==> config.mk <==
export PLATFORM = sky130hd
export DESIGN_NAME = medc_top
export DESIGN_NICKNAME = d
export VERILOG_FILES = /design/src/verilog/medc_top.v
export VERILOG_INCLUDE_DIRS = /design/src /design/src/verilog
export SDC_FILE = /design/constraint.sdc
export NUM_CORES = 1
export LEC_CHECK = 0
export BUFFER_PORTS_ARGS = -buffer_cell sky130_fd_sc_hd__buf_2
export CAP_MARGIN = 20
export CORE_MARGIN = 1
export CORE_UTILIZATION = 35
export CTS_BUF_LIST = sky130_fd_sc_hd__clkbuf_8
export DETAILED_ROUTE_END_ITERATION = 8
export PLACE_DENSITY = 0.54
export SKIP_LAST_GASP = 1
export SYNTH_ARGS = -nofsm -noshare
export SYNTH_HDL_FRONTEND = slang
export SYNTH_SLANG_ARGS = --single-unit
==> constraint.sdc <==
create_clock -name i_clk -period 4.7 [get_ports i_clk]
set_clock_uncertainty 0.2 [all_clocks]
set_input_delay 0.235 -clock i_clk [delete_from_list [all_inputs] [get_ports i_clk]]
set_output_delay 0.235 -clock i_clk [all_outputs]
set_load 0.005 [all_outputs]
==> src/verilog/medc_defs.vh <==
/*
 constants for the motion event detect configuration block: register
 offsets, write masks, field positions, reset values and counts.
 assumes inclusion by its bare name from the design file.
*/
// Notes on behaviour
// - orientation bit 7 selects four-direction, no Z
// - bits 6:5 pick 80/70/60/50 degree angle
// - offset-source bit picks low-pass corrected wake data
// - six-bit wake threshold, reset zero
// - weight bit: full scale over 2^6 or 2^8
// - wake duration in output data periods
// - sleep LSB 512 periods, zero means 16
// - six-bit free-fall duration split over two registers
// - free-fall threshold 156 to 500 mg
// - bit 7 routes activity events to first pin
// - bit 5 routes wake-up events to first pin
// - bit 4 routes free-fall events to first pin
// - bit 2 routes orientation events to first pin
// - activity shows pulse or level by mode bit
// - mode bit zero: change pulse; one: status level
// - latch bit holds pulse requests until cleared
// - global enable needed for all detectors
`ifndef MEDC_DEFS_VH
`define MEDC_DEFS_VH

// register offsets
`define MEDC_ADDR_ORIENT   8'h59
`define MEDC_ADDR_WAKEUP_THRESHOLD   8'h5B
`define MEDC_ADDR_WK_DUR   8'h5C
`define MEDC_ADDR_FF       8'h5D
`define MEDC_ADDR_MD1      8'h5E
`define MEDC_ADDR_MD2      8'h5F
`define MEDC_ADDR_STATUS   8'h1D

// writable bits, reserved bits stay zero
`define MEDC_MASK_ORIENT   8'hE0
`define MEDC_MASK_WAKEUP_THRESHOLD   8'h7F
`define MEDC_MASK_WK_DUR   8'hFF
`define MEDC_MASK_FF       8'hFF
`define MEDC_MASK_MD1      8'hB4
`define MEDC_MASK_MD2      8'hB5
`define MEDC_REG_RESET     8'h00

// field positions
`define MEDC_FOUR_DIR_BIT  7
`define MEDC_ANGLE_HI      6
`define MEDC_ANGLE_LO      5
`define MEDC_OFFSRC_BIT    6
`define MEDC_WAKEUP_THRESHOLD_HI     5
`define MEDC_WAKEUP_THRESHOLD_LO     0
`define MEDC_FF_MSB_BIT    7
`define MEDC_WK_DUR_HI     6
`define MEDC_WK_DUR_LO     5
`define MEDC_THS_W_BIT     4
`define MEDC_SLP_DUR_HI    3
`define MEDC_SLP_DUR_LO    0
`define MEDC_FREEFALL_DURATION_HI     7
`define MEDC_FREEFALL_DURATION_LO     3
`define MEDC_FREEFALL_THRESHOLD_HI     2
`define MEDC_FREEFALL_THRESHOLD_LO     0
`define MEDC_RT_ACT_BIT    7
`define MEDC_RT_WU_BIT     5
`define MEDC_RT_FF_BIT     4
`define MEDC_RT_OR_BIT     2

// timing counts in output data periods
`define MEDC_SLEEP_LSB_ODR 14'h0200
`define MEDC_SLEEP_ZERO_ODR 14'h0010

`endif

==> src/verilog/medc_top.v <==
/*
 motion event detector configuration, detectors and first-pin routing.
 assumes all inputs come from logic on i_clk, i_odr_tick pulses once
 per output data period, magnitudes are already computed upstream.
*/
`timescale 1ns/1ps
`include "medc_defs.vh"

module medc_top (
    input  wire        i_clk,            // 250 MHz core clock
    input  wire        i_reset,          // async, active high
    input  wire        i_reg_wr,         // register write strobe
    input  wire        i_reg_rd,         // register read strobe
    input  wire [7:0]  i_reg_addr,       // register offset
    input  wire [7:0]  i_reg_wdata,      // write data
    output reg  [7:0]  o_reg_rdata,      // read data, registered
    input  wire        i_functions_enable, // global detector enable
    input  wire        i_interrupt_latch,  // hold pin requests
    input  wire        i_sleep_status_on_pin, // level vs pulse
    input  wire        i_int_clear,      // clears latched request
    input  wire        i_odr_tick,       // one output data period
    input  wire [7:0]  i_wake_hp_mag,    // high-pass, fs/2^8 units
    input  wire [7:0]  i_wake_lp_mag,    // low-pass offset corrected
    input  wire [9:0]  i_accel_mag_mg,   // total magnitude in mg
    input  wire [2:0]  i_orient_pos,     // 0..5: +x -x +y -y +z -z
    input  wire [6:0]  i_tilt_angle_deg, // tilt from horizontal
    output reg         o_wakeup_event,   // one-cycle pulse
    output reg         o_freefall_event, // one-cycle pulse
    output reg         o_orient_event,   // one-cycle pulse
    output reg         o_sleep_change,   // one-cycle pulse
    output reg         o_sleep_state,    // level
    output reg         o_first_interrupt_pin // active high
);

    // configuration registers
    reg [7:0]  orient_q;                 // four-dir and angle
    reg [7:0]  wkths_q;                  // wake threshold
    reg [7:0]  wkdur_q;                  // durations and weight
    reg [7:0]  ff_q;                     // free-fall setup
    reg [7:0]  md1_q;                    // first pin routing
    reg [7:0]  md2_q;                    // second pin routing, stored
    reg [7:0]  rdata_d;                  // read mux

    // detector state
    reg [2:0]  wk_cnt_q;                 // wake persistence count
    reg [6:0]  ff_cnt_q;                 // free-fall persistence
    reg [13:0] slp_cnt_q;                // inactivity count
    reg [2:0]  last_pos_q;               // last reported position
    reg        hold_q;                   // latched pin request

    // decoded fields
    wire       four_dir_enable;
    wire [1:0] orientation_angle_sel;
    wire       wakeup_offset_source;
    wire [5:0] wakeup_threshold;
    wire       ths_weight;
    wire [1:0] wakeup_duration;
    wire [3:0] sleep_entry_duration;
    wire [5:0] freefall_duration;
    wire [2:0] freefall_threshold;

    assign four_dir_enable       = orient_q[`MEDC_FOUR_DIR_BIT];
    assign orientation_angle_sel =
        orient_q[`MEDC_ANGLE_HI:`MEDC_ANGLE_LO];
    assign wakeup_offset_source  = wkths_q[`MEDC_OFFSRC_BIT];
    assign wakeup_threshold      =
        wkths_q[`MEDC_WAKEUP_THRESHOLD_HI:`MEDC_WAKEUP_THRESHOLD_LO];
    assign ths_weight            = wkdur_q[`MEDC_THS_W_BIT];
    assign wakeup_duration       =
        wkdur_q[`MEDC_WK_DUR_HI:`MEDC_WK_DUR_LO];
    assign sleep_entry_duration  =
        wkdur_q[`MEDC_SLP_DUR_HI:`MEDC_SLP_DUR_LO];
    // msb from duration register, rest from free-fall register
    assign freefall_duration     = {wkdur_q[`MEDC_FF_MSB_BIT],
        ff_q[`MEDC_FREEFALL_DURATION_HI:`MEDC_FREEFALL_DURATION_LO]};
    assign freefall_threshold    =
        ff_q[`MEDC_FREEFALL_THRESHOLD_HI:`MEDC_FREEFALL_THRESHOLD_LO];

    // register writes, reserved bits masked to zero
    always @(posedge i_clk or posedge i_reset) begin
        if (i_reset) begin
            orient_q <= `MEDC_REG_RESET;
            wkths_q  <= `MEDC_REG_RESET;
            wkdur_q  <= `MEDC_REG_RESET;
            ff_q     <= `MEDC_REG_RESET;
            md1_q    <= `MEDC_REG_RESET;
            md2_q    <= `MEDC_REG_RESET;
        end else if (i_reg_wr) begin
            case (i_reg_addr)
                `MEDC_ADDR_ORIENT: begin
                    orient_q <= i_reg_wdata & `MEDC_MASK_ORIENT;
                end
                `MEDC_ADDR_WAKEUP_THRESHOLD: begin
                    wkths_q <= i_reg_wdata & `MEDC_MASK_WAKEUP_THRESHOLD;
                end
                `MEDC_ADDR_WK_DUR: begin
                    wkdur_q <= i_reg_wdata & `MEDC_MASK_WK_DUR;
                end
                `MEDC_ADDR_FF: begin
                    ff_q <= i_reg_wdata & `MEDC_MASK_FF;
                end
                `MEDC_ADDR_MD1: begin
                    md1_q <= i_reg_wdata & `MEDC_MASK_MD1;
                end
                `MEDC_ADDR_MD2: begin
                    md2_q <= i_reg_wdata & `MEDC_MASK_MD2;
                end
                default: begin
                    // unmapped writes are dropped
                end
            endcase
        end
    end

    // read mux, unmapped offsets read zero
    always @* begin
        case (i_reg_addr)
            `MEDC_ADDR_ORIENT: rdata_d = orient_q;
            `MEDC_ADDR_WAKEUP_THRESHOLD: rdata_d = wkths_q;
            `MEDC_ADDR_WK_DUR: rdata_d = wkdur_q;
            `MEDC_ADDR_FF:     rdata_d = ff_q;
            `MEDC_ADDR_MD1:    rdata_d = md1_q;
            `MEDC_ADDR_MD2:    rdata_d = md2_q;
            `MEDC_ADDR_STATUS: rdata_d = {4'h0, hold_q, o_sleep_state,
                                          last_pos_q[1:0] ^ 2'h0};
            default:           rdata_d = 8'h00;
        endcase
    end

    // read data registered on the read strobe
    always @(posedge i_clk or posedge i_reset) begin
        if (i_reset) begin
            o_reg_rdata <= 8'h00;
        end else if (i_reg_rd) begin
            o_reg_rdata <= rdata_d;
        end
    end

    // wake-up threshold scaled to fs/2^8 units
    wire [7:0] wakeup_threshold_eff;
    assign wakeup_threshold_eff = ths_weight ?
        {2'b00, wakeup_threshold} :        // fs/2^8 per lsb
        {wakeup_threshold, 2'b00};         // fs/2^6 per lsb

    // source selection for the wake detector
    wire [7:0] wk_mag;
    assign wk_mag = wakeup_offset_source ?
        i_wake_lp_mag : i_wake_hp_mag;

    // wake condition: magnitude above threshold
    wire wk_cond;
    assign wk_cond = (wk_mag > wakeup_threshold_eff);

    // free-fall threshold table in mg
    reg [9:0] freefall_threshold_mg;
    always @* begin
        case (freefall_threshold)
            3'h0:    freefall_threshold_mg = 10'h09C;   // 156 mg
            3'h1:    freefall_threshold_mg = 10'h0DB;   // 219 mg
            3'h2:    freefall_threshold_mg = 10'h0FA;   // 250 mg
            3'h3:    freefall_threshold_mg = 10'h138;   // 312 mg
            3'h4:    freefall_threshold_mg = 10'h158;   // 344 mg
            3'h5:    freefall_threshold_mg = 10'h196;   // 406 mg
            3'h6:    freefall_threshold_mg = 10'h1D5;   // 469 mg
            default: freefall_threshold_mg = 10'h1F4;   // 500 mg
        endcase
    end

    // free-fall condition: magnitude below threshold
    wire ff_cond;
    assign ff_cond = (i_accel_mag_mg < freefall_threshold_mg);

    // orientation angle table in degrees
    reg [6:0] or_ths_deg;
    always @* begin
        case (orientation_angle_sel)
            2'h0:    or_ths_deg = 7'h50;    // 80 degrees
            2'h1:    or_ths_deg = 7'h46;    // 70 degrees
            2'h2:    or_ths_deg = 7'h3C;    // 60 degrees
            default: or_ths_deg = 7'h32;    // 50 degrees
        endcase
    end

    // position usable: z positions dropped in four-direction mode
    wire pos_valid;
    assign pos_valid = (i_orient_pos < 3'h4) ||
        (!four_dir_enable && i_orient_pos < 3'h6);

    // sleep entry target in output data periods
    wire [13:0] slp_target;
    assign slp_target = (sleep_entry_duration == 4'h0) ?
        `MEDC_SLEEP_ZERO_ODR :
        (`MEDC_SLEEP_LSB_ODR *
         {10'h000, sleep_entry_duration});

    // wake-up persistence counter, fires once per episode
    always @(posedge i_clk or posedge i_reset) begin
        if (i_reset) begin
            wk_cnt_q       <= 3'h0;
            o_wakeup_event <= 1'b0;
        end else begin
            o_wakeup_event <= 1'b0;
            if (!i_functions_enable) begin
                wk_cnt_q <= 3'h0;
            end else if (i_odr_tick) begin
                if (!wk_cond) begin
                    wk_cnt_q <= 3'h0;        // lapse restarts
                end else begin
                    if (wk_cnt_q == {1'b0, wakeup_duration}) begin
                        o_wakeup_event <= 1'b1;
                    end
                    if (wk_cnt_q <= {1'b0, wakeup_duration}) begin
                        wk_cnt_q <= wk_cnt_q + 3'h1;
                    end
                end
            end
        end
    end

    // free-fall persistence counter, fires once per episode
    always @(posedge i_clk or posedge i_reset) begin
        if (i_reset) begin
            ff_cnt_q         <= 7'h00;
            o_freefall_event <= 1'b0;
        end else begin
            o_freefall_event <= 1'b0;
            if (!i_functions_enable) begin
                ff_cnt_q <= 7'h00;
            end else if (i_odr_tick) begin
                if (!ff_cond) begin
                    ff_cnt_q <= 7'h00;
                end else begin
                    if (ff_cnt_q == {1'b0, freefall_duration}) begin
                        o_freefall_event <= 1'b1;
                    end
                    if (ff_cnt_q <= {1'b0, freefall_duration}) begin
                        ff_cnt_q <= ff_cnt_q + 7'h01;
                    end
                end
            end
        end
    end

    // orientation change detector, one check per data period
    always @(posedge i_clk or posedge i_reset) begin
        if (i_reset) begin
            last_pos_q     <= 3'h0;
            o_orient_event <= 1'b0;
        end else begin
            o_orient_event <= 1'b0;
            if (i_functions_enable && i_odr_tick && pos_valid &&
                i_tilt_angle_deg >= or_ths_deg &&
                i_orient_pos != last_pos_q) begin
                last_pos_q     <= i_orient_pos;
                o_orient_event <= 1'b1;
            end
        end
    end

    // activity/inactivity: quiet periods lead to sleep
    always @(posedge i_clk or posedge i_reset) begin
        if (i_reset) begin
            slp_cnt_q      <= 14'h0000;
            o_sleep_state  <= 1'b0;
            o_sleep_change <= 1'b0;
        end else begin
            o_sleep_change <= 1'b0;
            if (!i_functions_enable) begin
                slp_cnt_q     <= 14'h0000;
                o_sleep_state <= 1'b0;
            end else if (i_odr_tick) begin
                if (wk_cond) begin
                    slp_cnt_q <= 14'h0000;   // activity restarts
                    if (o_sleep_state) begin
                        o_sleep_state  <= 1'b0;
                        o_sleep_change <= 1'b1;
                    end
                end else if (!o_sleep_state) begin
                    if (slp_cnt_q + 14'h0001 >= slp_target) begin
                        o_sleep_state  <= 1'b1;
                        o_sleep_change <= 1'b1;
                        slp_cnt_q      <= 14'h0000;
                    end else begin
                        slp_cnt_q <= slp_cnt_q + 14'h0001;
                    end
                end
            end
        end
    end

    // routed event requests for the first pin
    wire act_route;
    wire pulse_req;
    wire level_req;
    assign act_route = md1_q[`MEDC_RT_ACT_BIT];
    assign pulse_req =
        (md1_q[`MEDC_RT_WU_BIT] & o_wakeup_event) |
        (md1_q[`MEDC_RT_FF_BIT] & o_freefall_event) |
        (md1_q[`MEDC_RT_OR_BIT] & o_orient_event) |
        (act_route & !i_sleep_status_on_pin &
         o_sleep_change);
    assign level_req = act_route & i_sleep_status_on_pin &
        o_sleep_state;

    // latch holds pulses until cleared, new request beats clear
    always @(posedge i_clk or posedge i_reset) begin
        if (i_reset) begin
            hold_q <= 1'b0;
        end else if (!i_interrupt_latch) begin
            hold_q <= 1'b0;                  // not held
        end else if (pulse_req) begin
            hold_q <= 1'b1;                  // set wins
        end else if (i_int_clear) begin
            hold_q <= 1'b0;
        end
    end

    // pin driven from a flop
    always @(posedge i_clk or posedge i_reset) begin
        if (i_reset) begin
            o_first_interrupt_pin <= 1'b0;
        end else begin
            o_first_interrupt_pin <= pulse_req | level_req |
                (hold_q & !i_int_clear);
        end
    end

endmodule // medc_top

==> flow_metrics.tcl, run 1 <==
set metrics [dict create \
    status "complete, but fails checks" \
    violations "design-rule violations" \
    dp_hpwl_um 9610 \
    drv_slew 0 \
    synthArstFlopShare 1.00 \
    vias_per_cell 5.44 \
    cts_sinks 77 \
    path_buf_inv 0 \
    layout_commonest_cell "dfrtp_1" \
    drt-total-wl_um 12600 \
    clock.fmax_ghz 0.268 \
    finalSetupViolCount 0 \
    drive_gt1_frac 0.274 \
    core_area_sq_um 13800 \
    cts_buffer_depth 2 \
    required_ps 4820 \
    wl_per_cell_um 16.7 \
    ys_warn_count 0 \
    start_kind "flop" \
    dpl_worst_slack_ps 1030 \
    worstPathArrival_ps 3850 \
    cts-root-buf "clkbuf_8" \
    die_area_sq_um 14600 \
    leakage_uw 0.00264 \
    syn_inst 491 \
    grt_pass1_vias 4035 \
    area_growth_pct 16.5 \
    clock_latency_ps 370 \
    antenna_cells 0 \
    start_util 0.358 \
    place_congestion 0.817 \
    holdBufCountCts 14 \
    drc 2 \
    drt_first_pass_iters 8 \
    endpoint_kind "flop" \
    tightest_slew_ps 843 \
    maxCapViolCount 0 \
    fin_crit_ps 3730 \
    relSlewSlack 0.430 \
    die_w_um 121 \
    clk_pin_slew_ps 80 \
    synth_area_sq_um 4950 \
    hold_viol 0 \
    drt.antenna.violating_nets 0 \
    path_class "reg2reg" \
    post_cts_buffers 0 \
    rsz0062_at_grt "false" \
    ys_seq_elements 77 \
    rows 43 \
    crit_slowest_cell "nor2_2" \
    fin_tns_setup_ps 0 \
    cp_max_fo 11 \
    port_buffers 74 \
    die_y_um 121 \
    synth.avg_cell_area_sq_um 10.1 \
    synth_flop_cell "dfrtp_1" \
    antenna_found_initial 0 \
    crit_chain "ha_1 > nand3_1 > nor2_1 > nand2_1 > or3_1 > nand2_1 > ha_1 > a211oi_1 > o21ai_0 > mux2i_1 > o211ai_2 > nor2_2 > mux2_2" \
    path_delay_family "simple AND/OR/NAND/NOR gates" \
    total_power_uw 1440 \
    mostFrequentLayoutCells "dfrtp_1 (77), buf_2 (74), mux2_2 (46)" \
    cts_tree "yes" \
    setup_ws_ps 969 \
    post_cts_resized 0 \
    track_usage 0.186 \
    slowest_delay_ps 500 \
    powerDensity_nw_per_um2 250 \
    synth_edf_count 0 \
    synth_cell_types 65 \
    grt_overflow 0 \
    final_area_sq_um 5770 \
    ios 75 \
    vias 4114 \
    ir_drop_mv 0.118 \
    postSynthNetCount 593 \
    place_area_sq_um 5460 \
    grt_max_degree 64 \
    seq_area_frac_synth 0.389 \
    nets 674 \
    fin_crit_sh 0.794 \
    grt_pass1_wl_um 20700 \
    cts_buffers 9 \
    worstHoldPathType "in2reg" \
    dr.first_iter.drc_count 289 \
    ctsHtreeMaxLevel 3 \
]
cell usage after synthesis, drive strengths merged (2+ instances only):
| master | number | share of area |
|---|---|---|
| xor2 | 4 | 0.0071 |
| and2 | 7 | 0.0091 |
| o211ai | 3 | 0.0056 |
| mux2 | 46 | 0.10 |
| a221oi | 4 | 0.0071 |
| clkbuf | 12 | 0.0091 |
| a21oi | 20 | 0.021 |
| and4 | 4 | 0.0071 |
| o311ai | 2 | 0.0035 |
| or2 | 2 | 0.0025 |
| a221o | 5 | 0.010 |
| a21o | 8 | 0.012 |
| o2111ai | 2 | 0.0035 |
| or3 | 6 | 0.0076 |
| nand4 | 9 | 0.011 |
| o41ai | 2 | 0.0051 |
| and4b | 2 | 0.0040 |
| xnor2 | 4 | 0.0071 |
| nand2b | 5 | 0.0063 |
| and3 | 4 | 0.0051 |
| nor4 | 8 | 0.011 |
| a22o | 5 | 0.010 |
| nor3 | 9 | 0.010 |
| o22ai | 2 | 0.0025 |
| nor2b | 4 | 0.0051 |
| nand3 | 15 | 0.015 |
| nand3b | 3 | 0.0045 |
| a211o | 2 | 0.0035 |
| inv | 27 | 0.020 |
| nand2 | 35 | 0.027 |
| a211oi | 4 | 0.0061 |
| a31oi | 7 | 0.0088 |
| ha | 41 | 0.10 |
| o21a | 7 | 0.011 |
| o21ai | 17 | 0.019 |
| mux2i | 10 | 0.020 |
| buf | 7 | 0.0091 |
| nor2 | 34 | 0.027 |
| a21boi | 3 | 0.0045 |
| a22oi | 5 | 0.0076 |
| dfrtp | 77 | 0.39 |
| a222oi | 5 | 0.010 |
| o221ai | 2 | 0.0035 |
cell families (layout without fill, tap and decap cells):
family          after synthesis  in the layout  share of synthesized area
compound gates              112            112                      0.168
fa+ha+maj                    41             41                      0.104
buf+inv                      46            131                     0.0387
xor+xnor                      8              8                     0.0142
flops                        77             77                      0.389
simple gates                151            151                      0.161
mux                          56             56                      0.125
cell type report:
type                       instances  area (sq um)
sequential                        77          1930
clock buffer                      10           138
multi-input combinational        368          2830
tap                              180           225
timing repair buffer              89           518
inverter                          27           101
clock inverter                     5          27.5
fill                            1354          8060
through the flow:
| step | util | hold slack, ps | instances |
|---|---|---|---|
| 4_1_cts | 0.417 | 21.1 | 756 |
| 3_5_place_dp | 0.395 | 12.3 | 727 |
| 6_report | 0.417 | 44.0 | 756 |
| 5_1_grt | 0.417 | 39.6 | 756 |
| 2_1_floorplan | - | 164 | 491 |
| 3_3_place_gp | 0.395 | 6.31 | 727 |
worst paths after layout:
kind / startpoint / endpoint / slack (ps) / cells after the start
setup reg to reg: slp_cnt_q[0] / slp_cnt_q[0] / 970 / 13
hold / removal: i_functions_enable / o_sleep_state / 40 / 3
min in group asynchronous: i_reset / o_reg_rdata[3] / 160 / 3
hold reg to reg: wk_cnt_q[2] / o_wakeup_event / 280 / 1
setup / recovery: slp_cnt_q[0] / slp_cnt_q[0] / 970 / 13
max in group asynchronous: i_reset / last_pos_q[1] / 3000 / 4
metal layers:
layer / share of wire / global-route usage / up-vias / wire, um
met3: 0.048 / 0.0428 / 16 / 603
met5: 0 / 0 / - / 0
met4: 0.019 / 0.0556 / 0 / 242
met2: 0.47 / 0.306 / 90 / 5970
li1: - / - / 2002 / -
met1: 0.46 / 0.242 / 2006 / 5810
flip-flops by register name, summed over array words and instances, names as in the netlist, 3 cells and up:
signal and count:
wkths_q 7, o_reg_rdata 8, ff_q 8, md2_q 5, md1_q 4, orient_q 3, last_pos_q 3, ff_cnt_q 7
wkdur_q 8, slp_cnt_q 14, wk_cnt_q 3
tightest hold or removal path, cell delays in order:
cell and delay (ps):
buf_2 210, nand2_1 100, nor2_1 30
power breakdown:
part | switching [uW] | internal, uW | leakage [uW]
registers | 39.6 | 698 | 0.00105
clock network | 253 | 199 | 0.0000877
logic | 132 | 121 | 0.00150
Note: power is estimated with default switching activity, not from simulation.
==> inputs of run 2 (changes only) <==
==> constraint.sdc (replaced) <==
create_clock -name i_clk -period 3.6 [get_ports i_clk]
set_clock_uncertainty 0.2 [all_clocks]
set_input_delay 0.18 -clock i_clk [delete_from_list [all_inputs] [get_ports i_clk]]
set_output_delay 0.18 -clock i_clk [all_outputs]
set_load 0.005 [all_outputs]
==> flow_metrics.tcl, run 2 (synthesis results as in run 1) <==
set metrics [dict create \
    status "complete, but fails checks" \
    violations "design-rule violations" \
    maxCapViolCount 0 \
    hold_viol 0 \
    rows 43 \
    drive_gt1_frac 0.280 \
    leakage_uw 0.00272 \
    largest_reg_flops 14 \
    ios 75 \
    start_util 0.358 \
    cp_max_fo 10 \
    die_y_um 121 \
    grt_pass1_wl_um 21000 \
    track_usage 0.186 \
    internal-power_uw 1590 \
    rsz0062_at_grt "false" \
    cts_sinks 77 \
    cts_buffers 9 \
    fin_crit_sh 0.897 \
    pwr-share-clk 0.393 \
    drt.antenna.violating_nets 0 \
    dr.first_iter.drc_count 237 \
    clock.fmax_ghz 0.310 \
    p_sw_uw 553 \
    grt_overflow 0 \
    power.share.sequential 0.450 \
    layout_commonest_cell "dfrtp_1" \
    antenna_found_initial 0 \
    cts_buffer_depth 2 \
    path_class "reg2reg" \
    dp.cells 732 \
    drt-total-wl_um 12700 \
    wl_per_cell_um 16.5 \
    port_buffers 74 \
    worstHoldPathType "in2reg" \
    fillers 1346 \
    switching_share 0.258 \
    antenna_cells 0 \
    drv_slew 0 \
    clock_latency_ps 360 \
    powerDensity_nw_per_um2 361 \
    required_ps 3690 \
    ctsHtreeMaxLevel 3 \
    combPwrFrac 0.157 \
    drt_first_pass_iters 7 \
    tightest_slew_ps 817 \
    wl_met1_um 5980 \
    drc 2 \
    grt_max_degree 39 \
    dr_wl_met3_um 493 \
    dp_hpwl_um 9710 \
    core_area_sq_um 13800 \
    endpoint_kind "flop" \
    finalSetupViolCount 0 \
    clk_pin_slew_ps 80 \
    met2WireLength_um 6070 \
    top_layer "met4" \
    fin_crit_ps 3230 \
    instances_no_fill 765 \
    cts_tree "yes" \
    cts-root-buf "clkbuf_8" \
    vias_per_cell 5.39 \
    ir_drop_mv 0.152 \
    place_congestion 0.815 \
    top_register "slp_cnt_q" \
    die_area_sq_um 14600 \
    fin_tns_setup_ps 0 \
    relSlewSlack 0.448 \
    worstPathArrival_ps 3320 \
    grt_pass1_vias 4187 \
    start_kind "flop" \
    area_growth_pct 19.9 \
    mostFrequentLayoutCells "dfrtp_1 (77), buf_2 (74), mux2_2 (46)" \
    vias 4126 \
    nets 682 \
    die_w_um 121 \
    total_power_uw 2140 \
]
## run 2: cell types whose count changed in the layout (fill, tap and decap cells not counted)
cell,delta
a211oi_1,-1
a211oi_2,+1
buf_4,+5
bufinv_16,+3
clkbuf_8,+2
clkinv_2,-4
clkinvlp_4,-1
dlygate4sd3_1,+3
inv_1,+1
## run 2: final cells by class
type	instances	area (sq um)	share of cell area
clock buffers	12	165	0.0278
clock inverters	4	93.8	0.0158
inverters	27	101	0.0171
multi-input cells	368	2840	0.478
flip-flops and latches	77	1930	0.325
well taps	180	225	0.0380
repair buffers	97	586	0.0987
## run 2: final timing paths
| path | startpoint | endpoint | slack (ps) | cells after the start |
|---|---|---|---|---|
| setup / recovery | slp_cnt_q[1] | slp_cnt_q[6] | 370 | 14 |
| hold / removal | i_int_clear | hold_q | 30 | 3 |
| setup reg to reg | slp_cnt_q[1] | slp_cnt_q[6] | 370 | 14 |
| hold reg to reg | wk_cnt_q[2] | o_wakeup_event | 280 | 1 |
| max in group asynchronous | i_reset | md2_q[4] | 1990 | 4 |
| min in group asynchronous | i_reset | ff_q[3] | 310 | 3 |
## run 2: power by group through the flow
stage	clock network, uW	registers [uW]	logic (uW)
final	843	964	336
after global routing	898	971	380
after CTS	864	964	341
after detailed placement	0	981	325
after global placement	0	979	315
after floorplan	0	958	228
## run 2: critical path, cell delays in order (launching register included)
cell,delay [ps]
dfrtp_1,440
ha_1,230
nand3_1,110
nor2_1,100
nand2_1,90
or3_1,380
nand2_1,70
ha_1,250
a211oi_2,220
o21ai_0,120
mux2i_1,190
o211ai_2,120
buf_4,190
nor4b_1,290
a221o_1,150
## run 2: per-stage QoR
stage | utilization | instance area (sq um) | worst slack (ps) | hold WS [ps]
after floorplan | - | 4950 | 517 | 109
after global placement | 0.398 | 5500 | 459 | 191
after detailed placement | 0.398 | 5500 | 370 | 194
after CTS | 0.429 | 5930 | 324 | 0.115
after global routing | 0.429 | 5930 | 39.0 | 10.4
final | 0.429 | 5930 | 372 | 25.9
## run 2: routing by layer
| layer | up-vias | GRT usage |
|---|---|---|
| li1 | 2017 | - |
| met1 | 2025 | 0.241 |
| met2 | 77 | 0.314 |
| met3 | 7 | 0.0395 |
| met4 | 0 | 0.0463 |
| met5 | - | 0 |
## run 2: timing repair
item | 4_1_cts | 5_1_grt
buffers inserted | 0 | 0
setup endpoints to repair | 0 | 4
hold buffers | 17 | 0
resized for setup | 0 | 1
hold endpoints to repair | 83 | 0
==> inputs of run 3 (changes only) <==
==> constraint.sdc (replaced) <==
create_clock -name i_clk -period 3.9 [get_ports i_clk]
set_clock_uncertainty 0.2 [all_clocks]
set_input_delay 0.195 -clock i_clk [delete_from_list [all_inputs] [get_ports i_clk]]
set_output_delay 0.195 -clock i_clk [all_outputs]
set_load 0.005 [all_outputs]
==> flow_metrics.tcl, run 3 (synthesis results as in run 1) <==
set metrics [dict create \
    status "complete, but fails checks" \
    violations "design-rule violations" \
    dp_hpwl_um 9770 \
    mostFrequentLayoutCells "dfrtp_1 (77), buf_2 (74), mux2_2 (46)" \
    die_w_um 121 \
    grt_pass1_wl_um 21000 \
    utilization 0.425 \
    post_cts_buffers 0 \
    path_delay_family "simple AND/OR/NAND/NOR gates" \
    layout_commonest_cell "dfrtp_1" \
    antenna_found_initial 0 \
    largest_reg_flops 14 \
    multi_input_area_sq_um 2830 \
    cts_tree "yes" \
    grt-busiest-layer "met2" \
    nets 678 \
    place_congestion 0.879 \
    relSlewSlack 0.396 \
    die_area_sq_um 14600 \
    hold_viol 0 \
    use_met3 0.0362 \
    die_y_um 121 \
    powerDensity_nw_per_um2 321 \
    cts_buffer_depth 2 \
    wl_per_cell_um 16.7 \
    vias 4123 \
    fin_crit_ps 3580 \
    ctsHtreeMaxLevel 3 \
    maxCapViolCount 0 \
    worstHoldPathType "in2reg" \
    core_area_sq_um 13800 \
    clk_pin_slew_ps 80 \
    vias_per_cell 5.42 \
    worstPathArrival_ps 3670 \
    cts-root-buf "clkbuf_8" \
    cts_buffers 9 \
    finalSetupViolCount 0 \
    drive_gt1_frac 0.277 \
    cp_max_fo 11 \
    fin_tns_setup_ps 0 \
    start_util 0.358 \
    slowest_delay_ps 490 \
    drv_slew 0 \
    tightest_slew_ps 894 \
    start_kind "flop" \
    met2_usage 0.311 \
    path_class "reg2reg" \
    path_buf_inv 0 \
    post_cts_resized 0 \
    use_met1 0.246 \
    drc 2 \
    cts_sinks 77 \
    dr.first_iter.drc_count 287 \
    leakage_uw 0.00268 \
    grt_max_degree 33 \
    drt.antenna.violating_nets 0 \
    top_register "slp_cnt_q" \
    fillers 1327 \
    crit_chain "ha_1 > nand3_1 > nor2_1 > nand2_1 > or3_1 > nand2_1 > ha_1 > a211oi_1 > o21ai_0 > mux2i_1 > o211ai_2 > nor2_2 > mux2_2" \
    clock_latency_ps 360 \
    crit_slowest_cell "nor2_2" \
    ios 75 \
    fin_crit_sh 0.917 \
    rows 43 \
    regArea_sq_um 1930 \
    required_ps 4000 \
    drt_first_pass_iters 8 \
    rsz0062_at_grt "false" \
    drt-total-wl_um 12700 \
    track_usage 0.186 \
    port_buffers 74 \
    clock.fmax_ghz 0.280 \
    grt_overflow 0 \
    grt_pass1_vias 4171 \
    ir_drop_mv 0.142 \
    endpoint_kind "flop" \
    antenna_cells 0 \
    area_growth_pct 18.7 \
]
-- run 3: cell type report --
cell class,instances,area share
clock buffers,10,0.0234
clock inverters,6,0.0149
inverters,27,0.0173
multi-input cells,368,0.482
flip-flops and latches,77,0.328
well taps,180,0.0383
repair buffers,93,0.0959
-- run 3: path summary, 6_finish.rpt --
kind                              startpoint             end  slack (ps)  depth (start not counted)
min in group asynchronous            i_reset   slp_cnt_q[10]         190                          3
worst max-delay path            slp_cnt_q[0]    slp_cnt_q[0]         320                         13
worst max register to register  slp_cnt_q[0]    slp_cnt_q[0]         320                         13
worst min register to register   wk_cnt_q[2]  o_wakeup_event         280                          1
worst min-delay path              i_odr_tick     wk_cnt_q[2]          20                          2
max in group asynchronous            i_reset        md2_q[2]        2540                          5
-- run 3: per-layer routing --
metal | wire length (um) | part of all wire
met3 | 536 | 0.042
met5 | 0 | 0
met1 | 5870 | 0.46
met2 | 6180 | 0.49
met4 | 136 | 0.011
-- run 3: per-stage QoR --
stage	power, uW	instance area (sq um)	hold slack (ps)	worst slack (ps)	instances
6_report	1880	5870	22.9	323	761
5_1_grt	1980	5870	36.2	71.3	761
4_1_cts	1910	5870	6.68	323	761
3_5_place_dp	1210	5500	45.0	359	730
3_3_place_gp	1190	5480	214	500	729
2_1_floorplan	1100	4950	124	817	491
-- run 3: repair_timing --
| item | 4_1_cts | 5_1_grt |
|---|---|---|
| endpoints found under the setup margin | 0 | 0 |
| endpoints found under the hold margin | 59 | 0 |
| hold buffers | 15 | 0 |
-- run 3: power by group --
group	switching, uW	leakage (uW)	internal, uW	total [uW]
registers	47.8	0.00105	841	889
logic	161	0.00152	149	310
clock network	309	0.000110	377	685
-- run 3: worst register-to-register path, delay by kind of cell (launching register included) --
family,cells,cell delay (ps)
AND/OR/NAND/NOR,6,1300
AO/OA/AOI/OAI,3,660
adder cells (fa/ha/maj),2,490
flip-flops,1,440
multiplexers,2,420
